## src/design/fdm_pkg.sv

```systemverilog
package fdm_pkg;

    // ------------------------------------------------------------
    // Register map
    // ------------------------------------------------------------
    localparam logic [7:0] ADDR_CTRL      = 8'h00;
    localparam logic [7:0] ADDR_TRIG_CFG  = 8'h04;
    localparam logic [7:0] ADDR_TORCH_LVL = 8'h08;
    localparam logic [7:0] ADDR_FLASH_LVL = 8'h0C;
    localparam logic [7:0] ADDR_STATUS    = 8'h10;
    localparam logic [7:0] ADDR_SER_TX    = 8'h14;

    // ------------------------------------------------------------
    // Field positions
    // ------------------------------------------------------------
    localparam int CTRL_BOOST_EN   = 0;
    localparam int CTRL_BOOST_MODE = 1;
    localparam int CTRL_TORCH      = 4;
    localparam int CTRL_FLASH      = 6;
    localparam int TRIG_A_FN       = 0;
    localparam int TRIG_B_FN       = 2;
    localparam int STAT_MODE       = 0;
    localparam int STAT_VIN_OK     = 3;
    localparam int STAT_VDD_OK     = 4;
    localparam int STAT_RX_BYTE    = 8;
    localparam int SER_DRIVE       = 8;

    // ------------------------------------------------------------
    // Reset values and encodings
    // ------------------------------------------------------------
    localparam logic [31:0] RST_REG   = 32'h0000_0000;
    localparam logic [1:0]  TRIG_NONE  = 2'h0;
    localparam logic [1:0]  TRIG_TORCH = 2'h1;
    localparam logic [1:0]  TRIG_FLASH = 2'h2;
    localparam logic [1:0]  RESP_OKAY  = 2'h0;
    localparam logic [1:0]  RESP_SLVERR = 2'h2;
    localparam int          SYNC_STAGES = 2;

    typedef enum logic [2:0] {
        FDM_SHUTDOWN = 3'b000,
        FDM_STANDBY  = 3'b001,
        FDM_ACTIVE   = 3'b010,
        FDM_TORCH    = 3'b011,
        FDM_FLASH    = 3'b100
    } fdm_mode_t;

endpackage

```

## src/design/fdm_sync.sv

```systemverilog
`timescale 1ns/1ps
module fdm_sync #(
    parameter int WIDTH = 1
) (
    input  wire logic             mclk_i,
    input  wire logic             rst_n_i,
    input  wire logic [WIDTH-1:0] async_i,
    output logic      [WIDTH-1:0] sync_o
);
    // The first stage is read by the second stage only.
    logic [WIDTH-1:0] meta;

    always_ff @(posedge mclk_i) begin
        if (!rst_n_i) begin
            meta   <= '0;
            sync_o <= '0;
        end else begin
            meta   <= async_i;
            sync_o <= meta;
        end
    end
endmodule

```

## src/design/fdm_mode_ctrl.sv

```systemverilog
`timescale 1ns/1ps
module fdm_mode_ctrl (
    input  wire logic        mclk_i,
    input  wire logic        rst_n_i,
    // AXI4-Lite register port
    input  wire logic [7:0]  s_axi_awaddr,
    input  wire logic        s_axi_awvalid,
    output logic             s_axi_awready,
    input  wire logic [31:0] s_axi_wdata,
    input  wire logic [3:0]  s_axi_wstrb,
    input  wire logic        s_axi_wvalid,
    output logic             s_axi_wready,
    output logic [1:0]       s_axi_bresp,
    output logic             s_axi_bvalid,
    input  wire logic        s_axi_bready,
    input  wire logic [7:0]  s_axi_araddr,
    input  wire logic        s_axi_arvalid,
    output logic             s_axi_arready,
    output logic [31:0]      s_axi_rdata,
    output logic [1:0]       s_axi_rresp,
    output logic             s_axi_rvalid,
    input  wire logic        s_axi_rready,
    // Pins to and from outside the clock domain
    input  wire logic        logic_supply_ok_i,
    input  wire logic        input_supply_ok_i,
    input  wire logic        trigger_input_a_i,
    input  wire logic        trigger_input_b_i,
    input  wire logic        scl_i,
    input  wire logic        sda_i,
    output logic             sda_o,
    output logic             sda_oe_o,
    // Power stage controls
    output logic [2:0]       mode_o,
    output logic             boost_en_o,
    output logic [1:0]       boost_mode_select_o,
    output logic             led_output_one_en_o,
    output logic             led_output_two_en_o,
    output logic             led_output_one_flash_o,
    output logic             led_output_two_flash_o,
    output logic [7:0]       led_output_one_level_o,
    output logic [7:0]       led_output_two_level_o
);

    // ------------------------------------------------------------
    // Input synchronisers
    // ------------------------------------------------------------
    logic [5:0] pins_s;

    fdm_sync #(
        .WIDTH (6)
    ) u_sync (
        .mclk_i  (mclk_i),
        .rst_n_i (rst_n_i),
        .async_i ({scl_i, sda_i, logic_supply_ok_i, input_supply_ok_i,
                   trigger_input_b_i, trigger_input_a_i}),
        .sync_o  (pins_s)
    );

    wire scl_s  = pins_s[5];
    wire sda_s  = pins_s[4];
    wire vdd_ok = pins_s[3];
    wire vin_ok = pins_s[2];
    wire trig_b = pins_s[1];
    wire trig_a = pins_s[0];

    // Logic supply loss clears all software state.
    wire regs_clr = !rst_n_i || !vdd_ok;

    // ------------------------------------------------------------
    // Register storage
    // ------------------------------------------------------------
    logic [7:0]  ctrl;
    logic [3:0]  trig_cfg;
    logic [15:0] torch_lvl;
    logic [15:0] flash_lvl;
    logic [8:0]  ser_tx;
    logic [7:0]  rx_byte;
    fdm_pkg::fdm_mode_t mode;

    // ------------------------------------------------------------
    // AXI4-Lite write channel
    // ------------------------------------------------------------
    logic        aw_full;
    logic        w_full;
    logic [7:0]  aw_addr;
    logic [31:0] w_data;
    logic [3:0]  w_strb;

    assign s_axi_awready = !aw_full && !s_axi_bvalid;
    assign s_axi_wready  = !w_full && !s_axi_bvalid;

    wire aw_take  = s_axi_awvalid && s_axi_awready;
    wire w_take   = s_axi_wvalid && s_axi_wready;
    wire wr_fire  = aw_full && w_full && !s_axi_bvalid;
    wire [31:0] wmask = {{8{w_strb[3]}}, {8{w_strb[2]}},
                         {8{w_strb[1]}}, {8{w_strb[0]}}};

    wire wr_ctrl  = wr_fire && (aw_addr == fdm_pkg::ADDR_CTRL);
    wire wr_trig  = wr_fire && (aw_addr == fdm_pkg::ADDR_TRIG_CFG);
    wire wr_torch = wr_fire && (aw_addr == fdm_pkg::ADDR_TORCH_LVL);
    wire wr_flash = wr_fire && (aw_addr == fdm_pkg::ADDR_FLASH_LVL);
    wire wr_ser   = wr_fire && (aw_addr == fdm_pkg::ADDR_SER_TX);
    wire wr_stat  = wr_fire && (aw_addr == fdm_pkg::ADDR_STATUS);
    wire wr_hit   = wr_ctrl || wr_trig || wr_torch || wr_flash || wr_ser || wr_stat;

    function automatic logic [31:0] merge(input logic [31:0] old_v,
                                          input logic [31:0] new_v,
                                          input logic [31:0] mask);
        merge = (old_v & ~mask) | (new_v & mask);
    endfunction

    wire [31:0] next_ctrl  = merge({24'h00_0000, ctrl}, w_data, wmask);
    wire [31:0] next_trig  = merge({28'h000_0000, trig_cfg}, w_data, wmask);
    wire [31:0] next_torch = merge({16'h0000, torch_lvl}, w_data, wmask);
    wire [31:0] next_flash = merge({16'h0000, flash_lvl}, w_data, wmask);
    wire [31:0] next_ser   = merge({23'h00_0000, ser_tx}, w_data, wmask);

    always_ff @(posedge mclk_i) begin
        if (!rst_n_i) begin
            aw_full      <= 1'b0;
            w_full       <= 1'b0;
            aw_addr      <= 8'h00;
            w_data       <= 32'h0000_0000;
            w_strb       <= 4'h0;
            s_axi_bvalid <= 1'b0;
            s_axi_bresp  <= fdm_pkg::RESP_OKAY;
        end else begin
            if (aw_take) begin
                aw_full <= 1'b1;
                aw_addr <= s_axi_awaddr;
            end
            if (w_take) begin
                w_full <= 1'b1;
                w_data <= s_axi_wdata;
                w_strb <= s_axi_wstrb;
            end
            if (wr_fire) begin
                aw_full      <= 1'b0;
                w_full       <= 1'b0;
                s_axi_bvalid <= 1'b1;
                s_axi_bresp  <= wr_hit ? fdm_pkg::RESP_OKAY : fdm_pkg::RESP_SLVERR;
            end else if (s_axi_bvalid && s_axi_bready) begin
                s_axi_bvalid <= 1'b0;
            end
        end
    end

    // Writes while the logic supply is low are answered but have no effect.
    always_ff @(posedge mclk_i) begin
        if (regs_clr) begin
            ctrl      <= fdm_pkg::RST_REG[7:0];
            trig_cfg  <= fdm_pkg::RST_REG[3:0];
            torch_lvl <= fdm_pkg::RST_REG[15:0];
            flash_lvl <= fdm_pkg::RST_REG[15:0];
            ser_tx    <= fdm_pkg::RST_REG[8:0];
        end else begin
            if (wr_ctrl) begin
                ctrl <= next_ctrl[7:0];
            end
            if (wr_trig) begin
                trig_cfg <= next_trig[3:0];
            end
            if (wr_torch) begin
                torch_lvl <= next_torch[15:0];
            end
            if (wr_flash) begin
                flash_lvl <= next_flash[15:0];
            end
            if (wr_ser) begin
                ser_tx <= next_ser[8:0];
            end
        end
    end

    // ------------------------------------------------------------
    // AXI4-Lite read channel
    // ------------------------------------------------------------
    assign s_axi_arready = !s_axi_rvalid;
    wire ar_take = s_axi_arvalid && s_axi_arready;

    wire [31:0] stat_word = {16'h0000, rx_byte, 3'h0, vdd_ok, vin_ok, mode};
    wire rd_ctrl  = (s_axi_araddr == fdm_pkg::ADDR_CTRL);
    wire rd_trig  = (s_axi_araddr == fdm_pkg::ADDR_TRIG_CFG);
    wire rd_torch = (s_axi_araddr == fdm_pkg::ADDR_TORCH_LVL);
    wire rd_flash = (s_axi_araddr == fdm_pkg::ADDR_FLASH_LVL);
    wire rd_stat  = (s_axi_araddr == fdm_pkg::ADDR_STATUS);
    wire rd_ser   = (s_axi_araddr == fdm_pkg::ADDR_SER_TX);
    wire rd_hit   = rd_ctrl || rd_trig || rd_torch || rd_flash || rd_stat || rd_ser;

    wire [31:0] rd_word =
        rd_ctrl  ? {24'h00_0000, ctrl} :
        rd_trig  ? {28'h000_0000, trig_cfg} :
        rd_torch ? {16'h0000, torch_lvl} :
        rd_flash ? {16'h0000, flash_lvl} :
        rd_stat  ? stat_word :
        rd_ser   ? {23'h00_0000, ser_tx} : 32'h0000_0000;

    always_ff @(posedge mclk_i) begin
        if (!rst_n_i) begin
            s_axi_rvalid <= 1'b0;
            s_axi_rdata  <= 32'h0000_0000;
            s_axi_rresp  <= fdm_pkg::RESP_OKAY;
        end else if (ar_take) begin
            s_axi_rvalid <= 1'b1;
            s_axi_rdata  <= rd_word;
            s_axi_rresp  <= rd_hit ? fdm_pkg::RESP_OKAY : fdm_pkg::RESP_SLVERR;
        end else if (s_axi_rvalid && s_axi_rready) begin
            s_axi_rvalid <= 1'b0;
        end
    end

    // ------------------------------------------------------------
    // Regulator requests
    // ------------------------------------------------------------
    // A trigger with no function assigned is ignored in every mode.
    wire [1:0] trig_a_fn = trig_cfg[fdm_pkg::TRIG_A_FN +: 2];
    wire [1:0] trig_b_fn = trig_cfg[fdm_pkg::TRIG_B_FN +: 2];
    wire trig_torch = (trig_a && trig_a_fn == fdm_pkg::TRIG_TORCH) ||
                      (trig_b && trig_b_fn == fdm_pkg::TRIG_TORCH);
    wire trig_flash = (trig_a && trig_a_fn == fdm_pkg::TRIG_FLASH) ||
                      (trig_b && trig_b_fn == fdm_pkg::TRIG_FLASH);

    // A trigger acts on every regulator whose software enable is set.
    wire [1:0] sw_torch = ctrl[fdm_pkg::CTRL_TORCH +: 2];
    wire [1:0] sw_flash = ctrl[fdm_pkg::CTRL_FLASH +: 2];
    wire [1:0] sel_mask = sw_torch | sw_flash;
    wire [1:0] torch_req = sw_torch | (trig_torch ? sel_mask : 2'b00);
    wire [1:0] flash_req = sw_flash | (trig_flash ? sel_mask : 2'b00);

    wire any_flash = |flash_req;
    wire any_torch = |(torch_req & ~flash_req);
    wire any_req   = any_flash || any_torch;
    wire boost_req = ctrl[fdm_pkg::CTRL_BOOST_EN];

    // ------------------------------------------------------------
    // Mode sequencer
    // ------------------------------------------------------------
    fdm_pkg::fdm_mode_t next_mode;

    always_comb begin
        next_mode = mode;
        unique case (mode)
            fdm_pkg::FDM_SHUTDOWN: begin
                next_mode = fdm_pkg::FDM_STANDBY;
            end
            fdm_pkg::FDM_STANDBY: begin
                if (vin_ok && (any_req || boost_req)) begin
                    next_mode = fdm_pkg::FDM_ACTIVE;
                end
            end
            fdm_pkg::FDM_ACTIVE: begin
                if (!vin_ok || !(boost_req || any_req)) begin
                    next_mode = fdm_pkg::FDM_STANDBY;
                end else if (any_flash) begin
                    next_mode = fdm_pkg::FDM_FLASH;
                end else if (any_torch) begin
                    next_mode = fdm_pkg::FDM_TORCH;
                end
            end
            fdm_pkg::FDM_TORCH: begin
                if (!vin_ok) begin
                    next_mode = fdm_pkg::FDM_STANDBY;
                end else if (any_flash) begin
                    next_mode = fdm_pkg::FDM_FLASH;
                end else if (!any_torch) begin
                    next_mode = fdm_pkg::FDM_ACTIVE;
                end
            end
            fdm_pkg::FDM_FLASH: begin
                if (!vin_ok) begin
                    next_mode = fdm_pkg::FDM_STANDBY;
                end else if (!any_flash) begin
                    next_mode = any_torch ? fdm_pkg::FDM_TORCH : fdm_pkg::FDM_ACTIVE;
                end
            end
            default: begin
                next_mode = fdm_pkg::FDM_SHUTDOWN;
            end
        endcase
    end

    // Shutdown wins over every other transition.
    always_ff @(posedge mclk_i) begin
        if (regs_clr) begin
            mode <= fdm_pkg::FDM_SHUTDOWN;
        end else begin
            mode <= next_mode;
        end
    end

    // ------------------------------------------------------------
    // Power stage outputs
    // ------------------------------------------------------------
    wire in_led_mode = (mode == fdm_pkg::FDM_TORCH) || (mode == fdm_pkg::FDM_FLASH);
    wire in_flash    = (mode == fdm_pkg::FDM_FLASH);
    wire [1:0] led_on    = in_led_mode ? (flash_req & {2{in_flash}}) | torch_req
                                       : 2'b00;
    wire [1:0] led_flash = flash_req & {2{in_flash}};

    always_ff @(posedge mclk_i) begin
        if (regs_clr) begin
            boost_en_o             <= 1'b0;
            boost_mode_select_o    <= 2'b00;
            led_output_one_en_o    <= 1'b0;
            led_output_two_en_o    <= 1'b0;
            led_output_one_flash_o <= 1'b0;
            led_output_two_flash_o <= 1'b0;
            led_output_one_level_o <= 8'h00;
            led_output_two_level_o <= 8'h00;
        end else begin
            boost_en_o             <= (mode == fdm_pkg::FDM_ACTIVE) || in_led_mode;
            boost_mode_select_o    <= ctrl[fdm_pkg::CTRL_BOOST_MODE +: 2];
            led_output_one_en_o    <= led_on[0];
            led_output_two_en_o    <= led_on[1];
            led_output_one_flash_o <= led_on[0] && led_flash[0];
            led_output_two_flash_o <= led_on[1] && led_flash[1];
            led_output_one_level_o <= !led_on[0] ? 8'h00 :
                                      led_flash[0] ? flash_lvl[7:0] : torch_lvl[7:0];
            led_output_two_level_o <= !led_on[1] ? 8'h00 :
                                      led_flash[1] ? flash_lvl[15:8] : torch_lvl[15:8];
        end
    end

    assign mode_o = mode;

    // ------------------------------------------------------------
    // Serial data line
    // ------------------------------------------------------------
    // Bits are counted freely; the counter has no framing, so software
    // reads the received byte only after a known multiple of eight clocks.
    // The edge detector rests high like the idle line, so a reset makes no false rise.
    logic       scl_q;
    logic [2:0] bit_cnt;
    logic [7:0] rx_shift;

    wire scl_rise = scl_s && !scl_q;
    wire scl_fall = !scl_s && scl_q;
    wire [2:0] tx_idx = 3'd7 - bit_cnt;

    always_ff @(posedge mclk_i) begin
        if (regs_clr) begin
            scl_q    <= 1'b1;
            bit_cnt  <= 3'd0;
            rx_shift <= 8'h00;
            rx_byte  <= 8'h00;
            sda_o    <= 1'b0;
            sda_oe_o <= 1'b0;
        end else begin
            scl_q <= scl_s;
            if (scl_rise) begin
                rx_shift <= {rx_shift[6:0], sda_s};
                bit_cnt  <= bit_cnt + 3'd1;
                if (bit_cnt == 3'd7) begin
                    rx_byte <= {rx_shift[6:0], sda_s};
                end
            end
            if (scl_fall) begin
                sda_o    <= ser_tx[tx_idx];
                sda_oe_o <= ser_tx[fdm_pkg::SER_DRIVE];
            end
        end
    end

endmodule

```

## config.mk

```make
export PLATFORM = sky130hd
export DESIGN_NAME = fdm_mode_ctrl
export DESIGN_NICKNAME = d
export VERILOG_FILES = /design/src/design/fdm_pkg.sv /design/src/design/fdm_sync.sv /design/src/design/fdm_mode_ctrl.sv
export SDC_FILE = /design/constraint.sdc
export NUM_CORES = 1
export LEC_CHECK = 0
export BUFFER_PORTS_ARGS = -buffer_cell sky130_fd_sc_hd__buf_2
export CAP_MARGIN = 20
export CORE_ASPECT_RATIO = 1.75
export CORE_UTILIZATION = 39
export CTS_CLUSTER_DIAMETER = 100
export DETAILED_ROUTE_END_ITERATION = 10
export PLACE_DENSITY = 0.66
export SYNTH_ARGS = -nofsm -noshare
export SYNTH_HDL_FRONTEND = slang
export SYNTH_HIERARCHICAL = 1
export SYNTH_SLANG_ARGS = --single-unit
```

## constraint.sdc

```tcl
create_clock -name mclk_i -period 1.9 [get_ports mclk_i]
set_input_delay 0.57 -clock mclk_i [delete_from_list [all_inputs] [get_ports mclk_i]]
set_output_delay 0.57 -clock mclk_i [all_outputs]
set_load 0.005 [all_outputs]
```

=== Word level (Yosys, flattened, before mapping) ===
Cells that the tools add are included.

* Flip-flop bits (word level): 178
* Input port bits: 65
* Output and inout port bits: 69

* Add/subtract/negate cells: 2
* Order comparisons: 1
* Equal/unequal tests: 23
* Multiplexer cells: 30
* Bitwise gates (word level): 22
* Reductions and logical operators: 64

{| class="wikitable"
|+ Operators by type and width
! operator !! count
|-
| $mux W16 || 5
|-
| $and A16 B16 Y16 || 3
|-
| $eq A8 B4 Y1 const B || 4
|-
| $eq A8 B5 Y1 const B || 4
|-
| $or A16 B16 Y16 || 2
|-
| $mux W3 || 9
|-
| $logic_and A1 B1 Y1 || 24
|-
| $logic_or A1 B1 Y1 || 18
|-
| $eq A8 B3 Y1 const B || 2
|-
| $logic_not A8 Y1 || 2
|-
| $mux W8 || 2
|-
| $not A16 Y16 || 1
|-
| $pmux W3 S5 || 1
|-
| $logic_not A1 Y1 || 10
|-
| $mux W2 || 5
|-
| $reduce_or A2 Y1 || 5
|-
| $and A9 B9 Y9 || 1
|-
| $mux W9 || 1
|-
| $or A9 B9 Y9 || 1
|-
| $and A8 B8 Y8 || 1
|-
| $ne A4 B4 Y1 const B || 2
|-
| $or A2 B2 Y2 || 4
|-
| $or A8 B8 Y8 || 1
|-
| $eq A3 B2 Y1 const B || 2
|-
| 20 further kinds || 32
|}

=== Logic depth before layout (Yosys ltp) ===
Gate-level depths: netlist of run 1.

* Word-level depth: 14
* Depth in mapped cells: 8
* Gate-level depth less buffers: 6

=== Cells and area by module ===
Netlist of run 1, hierarchy kept.

{| class="wikitable"
|+ Modules (own cells, without submodules)
! module !! times used !! cells an instance !! area each (um^2) !! seq. area each (um^2)
|-
| fdm_mode_ctrl || 1 || 685 || 6241.0 || 2962.8
|-
| fdm_sync || 1 || 25 || 336.6 || 240.2
|}

=== Worst setup path before layout of run 1 ===
No wires, ideal clock.

* Path type: input to register
* Start point: input port s_axi_araddr[1]
* End point: register s_axi_rdata[10]
* Data arrival time: 1.839 ns
* Slack: -0.005 ns
* Stages on the path: 5
* Path through: or4_1 nor3_2 clkbuf_1 a22oi_1 nor2b_1

* Cells in the longest elaborated chain, start to end: 6
* Elaborated cells on any way between the ends: 10
* Classes of those cells: 4 x eq/ne; 5 x mux; 1 x reduce/logical

{| class="wikitable"
|+ Ends and longest elaborated chain
! what !! RTL line !! source
|-
| start, declared || fdm_mode_ctrl.sv:16 || <nowiki>input wire logic [7:0] s_axi_araddr,</nowiki>
|-
| $eq A8 B5 Y1 || fdm_mode_ctrl.sv:186 || <nowiki>wire rd_stat = (s_axi_araddr == fdm_pkg::ADDR_STATUS);</nowiki>
|-
| $mux W16 || fdm_mode_ctrl.sv:195 || <nowiki>rd_stat ? stat_word :</nowiki>
|-
| $mux W16 || fdm_mode_ctrl.sv:194 || <nowiki>rd_flash ? {16'h0000, flash_lvl} :</nowiki>
|-
| $mux W16 || fdm_mode_ctrl.sv:193 || <nowiki>rd_torch ? {16'h0000, torch_lvl} :</nowiki>
|-
| $mux W16 || fdm_mode_ctrl.sv:192 || <nowiki>rd_trig ? {28'h000_0000, trig_cfg} :</nowiki>
|-
| $mux W16 * || fdm_mode_ctrl.sv:191 || <nowiki>rd_ctrl ? {24'h00_0000, ctrl} :</nowiki>
|-
| end signal, assigned || fdm_mode_ctrl.sv:205 || <nowiki>s_axi_rdata <= rd_word;</nowiki>
|-
| end, declared || fdm_mode_ctrl.sv:19 || <nowiki>output logic [31:0] s_axi_rdata,</nowiki>
|}

Every way passes the cells marked *; elsewhere a longest branch is shown, timed or not.
A chain may end at the register's enable or synchronous reset.

==> impl_summary.txt, run 1 <==
----------------------------------------------------
[Status]
  Run status ... completed

[Die]
  Total die area ... 0.0174 mm²
  Die width ... around 100 µm
  Core region area ... roughly 0.016 mm²
  Starting density of the core ... 0.400
  I/O pin count ... between 100 and 150
  Count of standard-cell rows ... just over 60
  Die H ... 174 µm

[Hold path]
  Min-delay worst type ... input port to flip-flop
  End of the worst hold path ... u_sync/meta[4]
  Startpoint of the worst hold path ... sda_i
  WHS Path Cells ... 2

[Clocking]
  Maximum number of buffers from clock root to sink ... 2
  Clock transition time at the flip-flop clock pins of the worst setup and hold paths ... 0.06 ns
  TritonCTS Sinks ... 160
  H-tree Lvls ... 4
  Number of buffers created by CTS ... 17
  CTS tree ... yes
  Master cell of the clock root buffer ... sky130_fd_sc_hd__clkbuf_16
  Insertion delay of the later-clocked pin in the worst-skew pair ... between 0.4 and 0.5 ns
  Post-CTS Hold Buffers ... 0

[Pwr]
  Cell Pwr Density ... 892 mW/mm²
  Static leakage ... approximately 3.4 nW
  Post-route total power ... 0.00720 W
  Worst voltage drop across the vdd grid ... 0.722 mV

[Global route]
  Number of global-route vias before repair ... 5,094
  First-pass GRT wire length ... 25.5 mm
  Global route total overflow ... 0
  Global router's overall resource usage ... 0.192
  Number of antenna violations at the first check in global routing ... 0
  Largest net degree at the start of global routing ... 80

[Logic synthesis]
  Fraction of post-synthesis cell area in the top cell type by area ... 0.487
  Post-synth cell types ... 53
  Cell area after synthesis ... 0.00658 mm²
  Leading area contributor after synthesis ... sky130_fd_sc_hd__dfxtp_1
  Number of synthesized flops with an enable pin ... 0
  Flip-flop cell with the highest count after synthesis ... sky130_fd_sc_hd__dfxtp_1
  Post-synthesis sequential area ratio ... 0.487
  Most area-consuming cells after synthesis ... sky130_fd_sc_hd__dfxtp_1 (49%), sky130_fd_sc_hd__mux2i_1 (14%), sky130_fd_sc_hd__nand2_1 (6.1%)
  Synthesis Warnings ... 6
  Gate count after technology mapping ... 710
  Number of register bits inferred by synthesis ... 160
  Avg Inst Size Synth ... 9.26 µm²
  Proportion of synthesized flip-flops having asynchronous set or reset ... 0

[Place]
  Final GP Congestion ... 0.807
  Detailed placement HPWL ... 11.7 mm
  Count of input and output buffers ... 97

[STA]
  RSZ-0062 raised after global routing ... yes
  Slew at the pin closest to its max-slew limit ... 0.853 ns
  Final Max Slew Viols ... 0
  Number of setup violations in the final report ... 0
  Final cycle utilization of the critical path ... 0.996
  Slew Limit Headroom ... 0.428
  Post-Route Skew ... approximately 0.0074 ns
  Hold Vio Cnt, Final ... 0
  Hold Worst Slack ... 0.352 ns
  Fmax ... 0.528 GHz
  Clock period minus worst slack ... 1.89 ns

[Final layout]
  Total Nets Final ... roughly 890
  Number of antenna cells inserted ... 0
  Highest-count cells in the layout ignoring fill and taps ... sky130_fd_sc_hd__dfxtp_1 (159), sky130_fd_sc_hd__nand2_1 (105), sky130_fd_sc_hd__buf_2 (97)
  Fill cells ... 1,624
  Share of layout cells above drive strength 1 ... 0.237
  Most frequent standard cell in the layout excluding fill and tap cells ... sky130_fd_sc_hd__dfxtp_1
  Synth-to-Final Area Change ... 22.7%

[Critical path]
  Crit Path Category ... flip-flop to flip-flop
  Top fanout value on the critical path ... 8
  Startpoint of the worst setup timing path ... aw_addr[7]
  Register-to-Register Setup Slack ... 0.008 ns
  Worst setup SP type ... flip-flop
  Startpoint of the worst-slack reg-to-reg timing path ... aw_addr[7]
  Arrival time of data at the critical path endpoint ... 2.20 ns
  Reg2Reg Depth ... 7
  Critical path data required time ... 2.21 ns
  Kind of end point of the critical path ... flip-flop

[Routing]
  Total Routed Length ... 16.1 mm
  Vias ... 5,248
  Pre-Repair DR Iteration Count ... 5
  Detailed Route Iter0 Violations ... 361
  Average vias per placed instance ... roughly 5.0
  Detail Route Antenna Nets ... 0
  DRC viols ... 0
  Average routed wire per standard cell ... 15.2 µm

[Job]
  Max_cap viols ... 0

----------------------------------------------------
## per-stage QoR
| step | setup WS, ns | std cells | instance area (µm²) | utilization | TNS (ns) |
|---|---|---|---|---|---|
| 2_1_floorplan | 0.0734 | 727 | 6640 | - | 0 |
| 6_report | 0.00756 | 1058 | 8070 | 0.491 | 0 |
| 3_5_place_dp | -0.111 | 1025 | 7410 | 0.451 | -0.692 |
| 4_1_cts | -0.0155 | 1058 | 8020 | 0.487 | -0.0155 |
| 3_3_place_gp | -0.0614 | 1025 | 7410 | 0.451 | -0.410 |
| 5_1_grt | -0.0723 | 1058 | 8070 | 0.491 | -0.684 |
## report_power, final
| part | total [W] | internal, W | switching (W) |
|---|---|---|---|
| logic | 0.000365 | 0.000164 | 0.000201 |
| registers | 0.00348 | 0.00342 | 0.0000688 |
| clock network | 0.00335 | 0.00186 | 0.00150 |
| total | 0.00720 | 0.00543 | 0.00177 |
## timing repair
item	4_1_cts	5_1_grt
gates cloned	0	0
pin swaps	2	6
setup endpoints to repair	11	57
buffers inserted	1	0
gates resized for setup	4	15
## Yosys cell counts (2+ instances only)
cell type	number
sky130_fd_sc_hd__a21boi_0	28
sky130_fd_sc_hd__a21boi_1	2
sky130_fd_sc_hd__a21o_1	2
sky130_fd_sc_hd__a21oi_1	26
sky130_fd_sc_hd__a22oi_1	17
sky130_fd_sc_hd__a31oi_1	2
sky130_fd_sc_hd__a41oi_1	2
sky130_fd_sc_hd__and2_1	6
sky130_fd_sc_hd__and2_2	8
sky130_fd_sc_hd__and3_1	7
sky130_fd_sc_hd__buf_2	9
sky130_fd_sc_hd__buf_4	19
sky130_fd_sc_hd__clkbuf_1	28
sky130_fd_sc_hd__dfxtp_1	160
sky130_fd_sc_hd__inv_1	10
sky130_fd_sc_hd__mux2i_1	91
sky130_fd_sc_hd__mux4_2	5
sky130_fd_sc_hd__nand2_1	107
sky130_fd_sc_hd__nand2b_1	6
sky130_fd_sc_hd__nand3b_1	5
sky130_fd_sc_hd__nor2_1	89
sky130_fd_sc_hd__nor2b_1	16
sky130_fd_sc_hd__nor3_1	7
sky130_fd_sc_hd__nor3b_1	4
sky130_fd_sc_hd__o21ai_0	14
sky130_fd_sc_hd__o21ai_1	2
sky130_fd_sc_hd__o22ai_1	8
sky130_fd_sc_hd__or2_2	3
sky130_fd_sc_hd__or4_1	3
## worst max path at each step
stage	endpoint	cells after the start	slack [ns]
floorplan	s_axi_rdata[2]	6	0.07
global placement	s_axi_rdata[12]	6	-0.06
detailed placement	s_axi_rdata[12]	6	-0.11
CTS	flip-flop	7	-0.02
global route	flip-flop	7	-0.07
finish	flip-flop	7	0.008
## critical path: stages (launching register included)
cell and delay [ns]:
sky130_fd_sc_hd__dfxtp_2 0.33, sky130_fd_sc_hd__nor3_2 0.20, sky130_fd_sc_hd__nand2_2 0.10, sky130_fd_sc_hd__or4_4 0.45
sky130_fd_sc_hd__nor3b_4 0.21, sky130_fd_sc_hd__buf_6 0.20, sky130_fd_sc_hd__mux2i_2 0.23, sky130_fd_sc_hd__nor2_1 0.06
## layout make-up
cell class | instances | area [µm²] | area share
sequential | 160 | 3200 | 0.397
clock buffer | 18 | 429 | 0.0532
inverter | 11 | 41.3 | 0.00512
multi-input combinational | 498 | 3150 | 0.391
timing repair buffer | 133 | 817 | 0.101
tap | 224 | 280 | 0.0347
clock inverter | 14 | 146 | 0.0181
## kinds of logic (layout without fill, tap and decap cells)
family | Yosys count | in the layout | share of synthesized area
XOR/XNOR | 2 | 2 | 0.00266
AO/OA/AOI/OAI | 111 | 111 | 0.111
AND/OR/NAND/NOR | 270 | 270 | 0.189
adder cells (fa/ha/maj) | 1 | 1 | 0.00190
other | 1 | 18 | 0.000570
flip-flops | 160 | 160 | 0.487
multiplexers | 96 | 96 | 0.156
buffers and inverters | 69 | 176 | 0.0531
## metal layers
layer	vias to the layer above	global-route usage	wire, µm
met2	147	0.341	8470
met3	42	0.0456	739
met1	2460	0.204	6240
li1	2599	-	-
met4	0	0.108	660
met5	-	0	0
No activity file was read; power rests on OpenSTA's default activity.
==> run 2, diff against run 1 <==
--- a/config.mk
+++ b/config.mk
@@ -11,7 +11,7 @@
 export CORE_UTILIZATION = 39
 export CTS_CLUSTER_DIAMETER = 100
 export DETAILED_ROUTE_END_ITERATION = 10
-export PLACE_DENSITY = 0.66
+export PLACE_DENSITY = 0.64
 export SYNTH_ARGS = -nofsm -noshare
 export SYNTH_HDL_FRONTEND = slang
 export SYNTH_HIERARCHICAL = 1
==> constraint.sdc (replaced) <==
create_clock -name mclk_i -period 2.5 [get_ports mclk_i]
set_input_delay 0.75 -clock mclk_i [delete_from_list [all_inputs] [get_ports mclk_i]]
set_output_delay 0.75 -clock mclk_i [all_outputs]
set_load 0.005 [all_outputs]
==> impl_summary.txt, run 2 (synthesis results as in run 1) <==
----------------------------------------------------
[Status]
  Run status ... completed (unchanged)

[Final layout]
  Synth-to-Final Area Change ... 18.0% (was 22.7%)
  Highest-count cells in the layout ignoring fill and taps ... sky130_fd_sc_hd__dfxtp_1 (160), sky130_fd_sc_hd__nand2_1 (106), sky130_fd_sc_hd__buf_2 (97) (was sky130_fd_sc_hd__dfxtp_1 (159), sky130_fd_sc_hd__nand2_1 (105), sky130_fd_sc_hd__buf_2 (97))
  Share of layout cells above drive strength 1 ... 0.202 (was 0.237)
  Final design utilization ... 0.472 (was 0.491)
  Total Nets Final ... 864 (was 887)
  Number of non-filler instances in the completed layout ... 1,036 (was 1,058)
  Fill cells ... 1,695 (was 1,624)
  Area taken by flip-flops and latches ... 0.00320 mm² (about the same)
  Multi-input gate area ... 0.00309 mm² (was 0.00315 mm²)
  Most frequent standard cell in the layout excluding fill and tap cells ... sky130_fd_sc_hd__dfxtp_1 (unchanged)

[Die]
  Starting density of the core ... 0.400 (unchanged)
  I/O pin count ... 134 (unchanged)
  Die H ... 174 µm (unchanged)
  Count of standard-cell rows ... 62 (unchanged)
  Die width ... 100 µm (unchanged)
  Total die area ... 0.0174 mm² (unchanged)
  Core region area ... 0.0164 mm² (unchanged)

[Place]
  Count of input and output buffers ... 97 (unchanged)
  Count of placed standard cells including taps ... 1,003 (was 1,025)
  Dpl ws ... 0.371 ns (was -0.111 ns)
  Final GP Congestion ... 0.780 (was 0.807)
  Detailed placement HPWL ... 11.4 mm (was 11.7 mm)

[STA]
  Worst path setup slack after routing ... 0.472 ns (was 0.00756 ns)
  Number of setup violations in the final report ... 0 (unchanged)
  RSZ-0062 raised after global routing ... no (was yes)
  Fmax ... 0.493 GHz (was 0.528 GHz)
  Post-Route Skew ... 0.00710 ns (was 0.00745 ns)
  Slew at the pin closest to its max-slew limit ... 0.929 ns (was 0.853 ns)
  Hold Vio Cnt, Final ... 0 (unchanged)
  Clock period minus worst slack ... 2.03 ns (was 1.89 ns)
  Final Max Slew Viols ... 0 (unchanged)
  Final cycle utilization of the critical path ... 0.811 (was 0.996)
  Total Negative Setup Slacks ... 0 ns (unchanged)
  Slew Limit Headroom ... 0.377 (was 0.428)

[Global route]
  Global route total overflow ... 0 (unchanged)
  First-pass GRT wire length ... 25.3 mm (was 25.5 mm)
  Number of antenna violations at the first check in global routing ... 1 (was 0)
  Global router's overall resource usage ... 0.188 (was 0.192)
  Largest net degree at the start of global routing ... 80 (unchanged)
  Number of global-route vias before repair ... 4,960 (was 5,094)

[Routing]
  Vias ... 5,091 (was 5,248)
  Detail Route Antenna Nets ... 0 (unchanged)
  Detailed Route Iter0 Violations ... 233 (was 361)
  Pre-Repair DR Iteration Count ... 4 (was 5)
  DRC viols ... 0 (unchanged)
  Total Routed Length ... 15.6 mm (was 16.1 mm)
  Average routed wire per standard cell ... 15.0 µm (was 15.2 µm)
  Average vias per placed instance ... 4.91 (was 4.96)

[Clocking]
  Insertion delay of the later-clocked pin in the worst-skew pair ... 0.42 ns (was 0.43 ns)
  Resize count post-CTS ... 0 (was 4)
  Clock transition time at the flip-flop clock pins of the worst setup and hold paths ... 0.07 ns (was 0.06 ns)
  TritonCTS Sinks ... 160 (unchanged)
  Setup Fix Bufs, Post-CTS ... 0 (was 1)
  Post-CTS Hold Buffers ... 0 (unchanged)
  Master cell of the clock root buffer ... sky130_fd_sc_hd__clkbuf_16 (unchanged)
  Maximum number of buffers from clock root to sink ... 2 (unchanged)
  Number of buffers created by CTS ... 17 (unchanged)
  CTS tree ... yes (unchanged)
  H-tree Lvls ... 4 (unchanged)

[Pwr]
  Worst voltage drop across the vdd grid ... 0.415 mV (was 0.722 mV)
  Static leakage ... 3.23 nW (was 3.40 nW)
  Cell Pwr Density ... 678 mW/mm² (was 892 mW/mm²)
  Post-route total power ... 0.00526 W (was 0.00720 W)

[Critical path]
  Critical path data required time ... 2.80 ns (was 2.21 ns)
  Top fanout value on the critical path ... 8 (unchanged)
  Crit Path Category ... flip-flop to flip-flop (unchanged)
  Kind of end point of the critical path ... flip-flop (unchanged)
  Arrival time of data at the critical path endpoint ... 2.32 ns (was 2.20 ns)
  Worst setup SP type ... flip-flop (unchanged)

[Hold path]
  Min-delay worst type ... flip-flop to flip-flop (was input port to flip-flop)

[Job]
  Max_cap viols ... 0 (unchanged)

----------------------------------------------------
[run 2: cell types whose count changed in the layout (fill, tap and decap cells not counted), moves of 2 or more]
cell                         change
sky130_fd_sc_hd__buf_4          -17
sky130_fd_sc_hd__buf_12          -3
sky130_fd_sc_hd__buf_6           -3
sky130_fd_sc_hd__clkinv_4        +3
sky130_fd_sc_hd__clkinvlp_4      +3
sky130_fd_sc_hd__inv_6           -3
sky130_fd_sc_hd__inv_8           -3
sky130_fd_sc_hd__and3_1          +2
sky130_fd_sc_hd__and3_4          -2
sky130_fd_sc_hd__mux2i_1         +2
sky130_fd_sc_hd__mux2i_2         -2
[run 2: layout make-up]
type,instances,share of cell area
Multi-Input combinational cell,498,0.398
Sequential cell,160,0.413
Antenna cell,1,0.000322
Timing Repair Buffer,110,0.0767
Inverter,11,0.00532
Clock buffer,18,0.0566
Tap cell,224,0.0361
Clock inverter,14,0.0142
[run 2: metal layers]
metal  routed length (µm)  global-route usage
met1                 6230               0.204
met3                  522              0.0359
met4                  340              0.0737
met5                    0                   0
met2                 8480               0.350
[run 2: where the power goes]
part           leakage (nW)  switching [W]  internal [W]
Clock                 0.259        0.00106       0.00131
Combinational          1.68       0.000143      0.000105
Sequential             1.30      0.0000480       0.00260
Total                  3.23        0.00126       0.00401
[run 2: per-stage QoR]
stage / instance area (µm²) / hold slack (ns)
after floorplan: 6640 / 0.412
after global placement: 7210 / 0.417
after detailed placement: 7210 / 0.419
after CTS: 7760 / 0.432
after global routing: 7760 / 0.439
final: 7760 / 0.431
[run 2: final timing paths]
kind                            slack, ns      startpoint          endpoint  cells after the start
worst max register to register       0.47      aw_addr[7]         flip-flop                      6
worst min register to register       0.43  u_sync/meta[1]  u_sync/sync_o[1]                      1
worst max-delay path                 0.47      aw_addr[7]         flip-flop                      6
worst min-delay path                 0.43  u_sync/meta[1]  u_sync/sync_o[1]                      1
[run 2: worst max-delay path, cell delays in order (launching register included)]
cell                      delay, ns
sky130_fd_sc_hd__dfxtp_1       0.32
sky130_fd_sc_hd__nor3_1        0.18
sky130_fd_sc_hd__nand2_1       0.14
sky130_fd_sc_hd__nor4b_2       0.35
sky130_fd_sc_hd__and3_1        0.58
sky130_fd_sc_hd__mux2i_1       0.26
sky130_fd_sc_hd__nor2_1        0.06
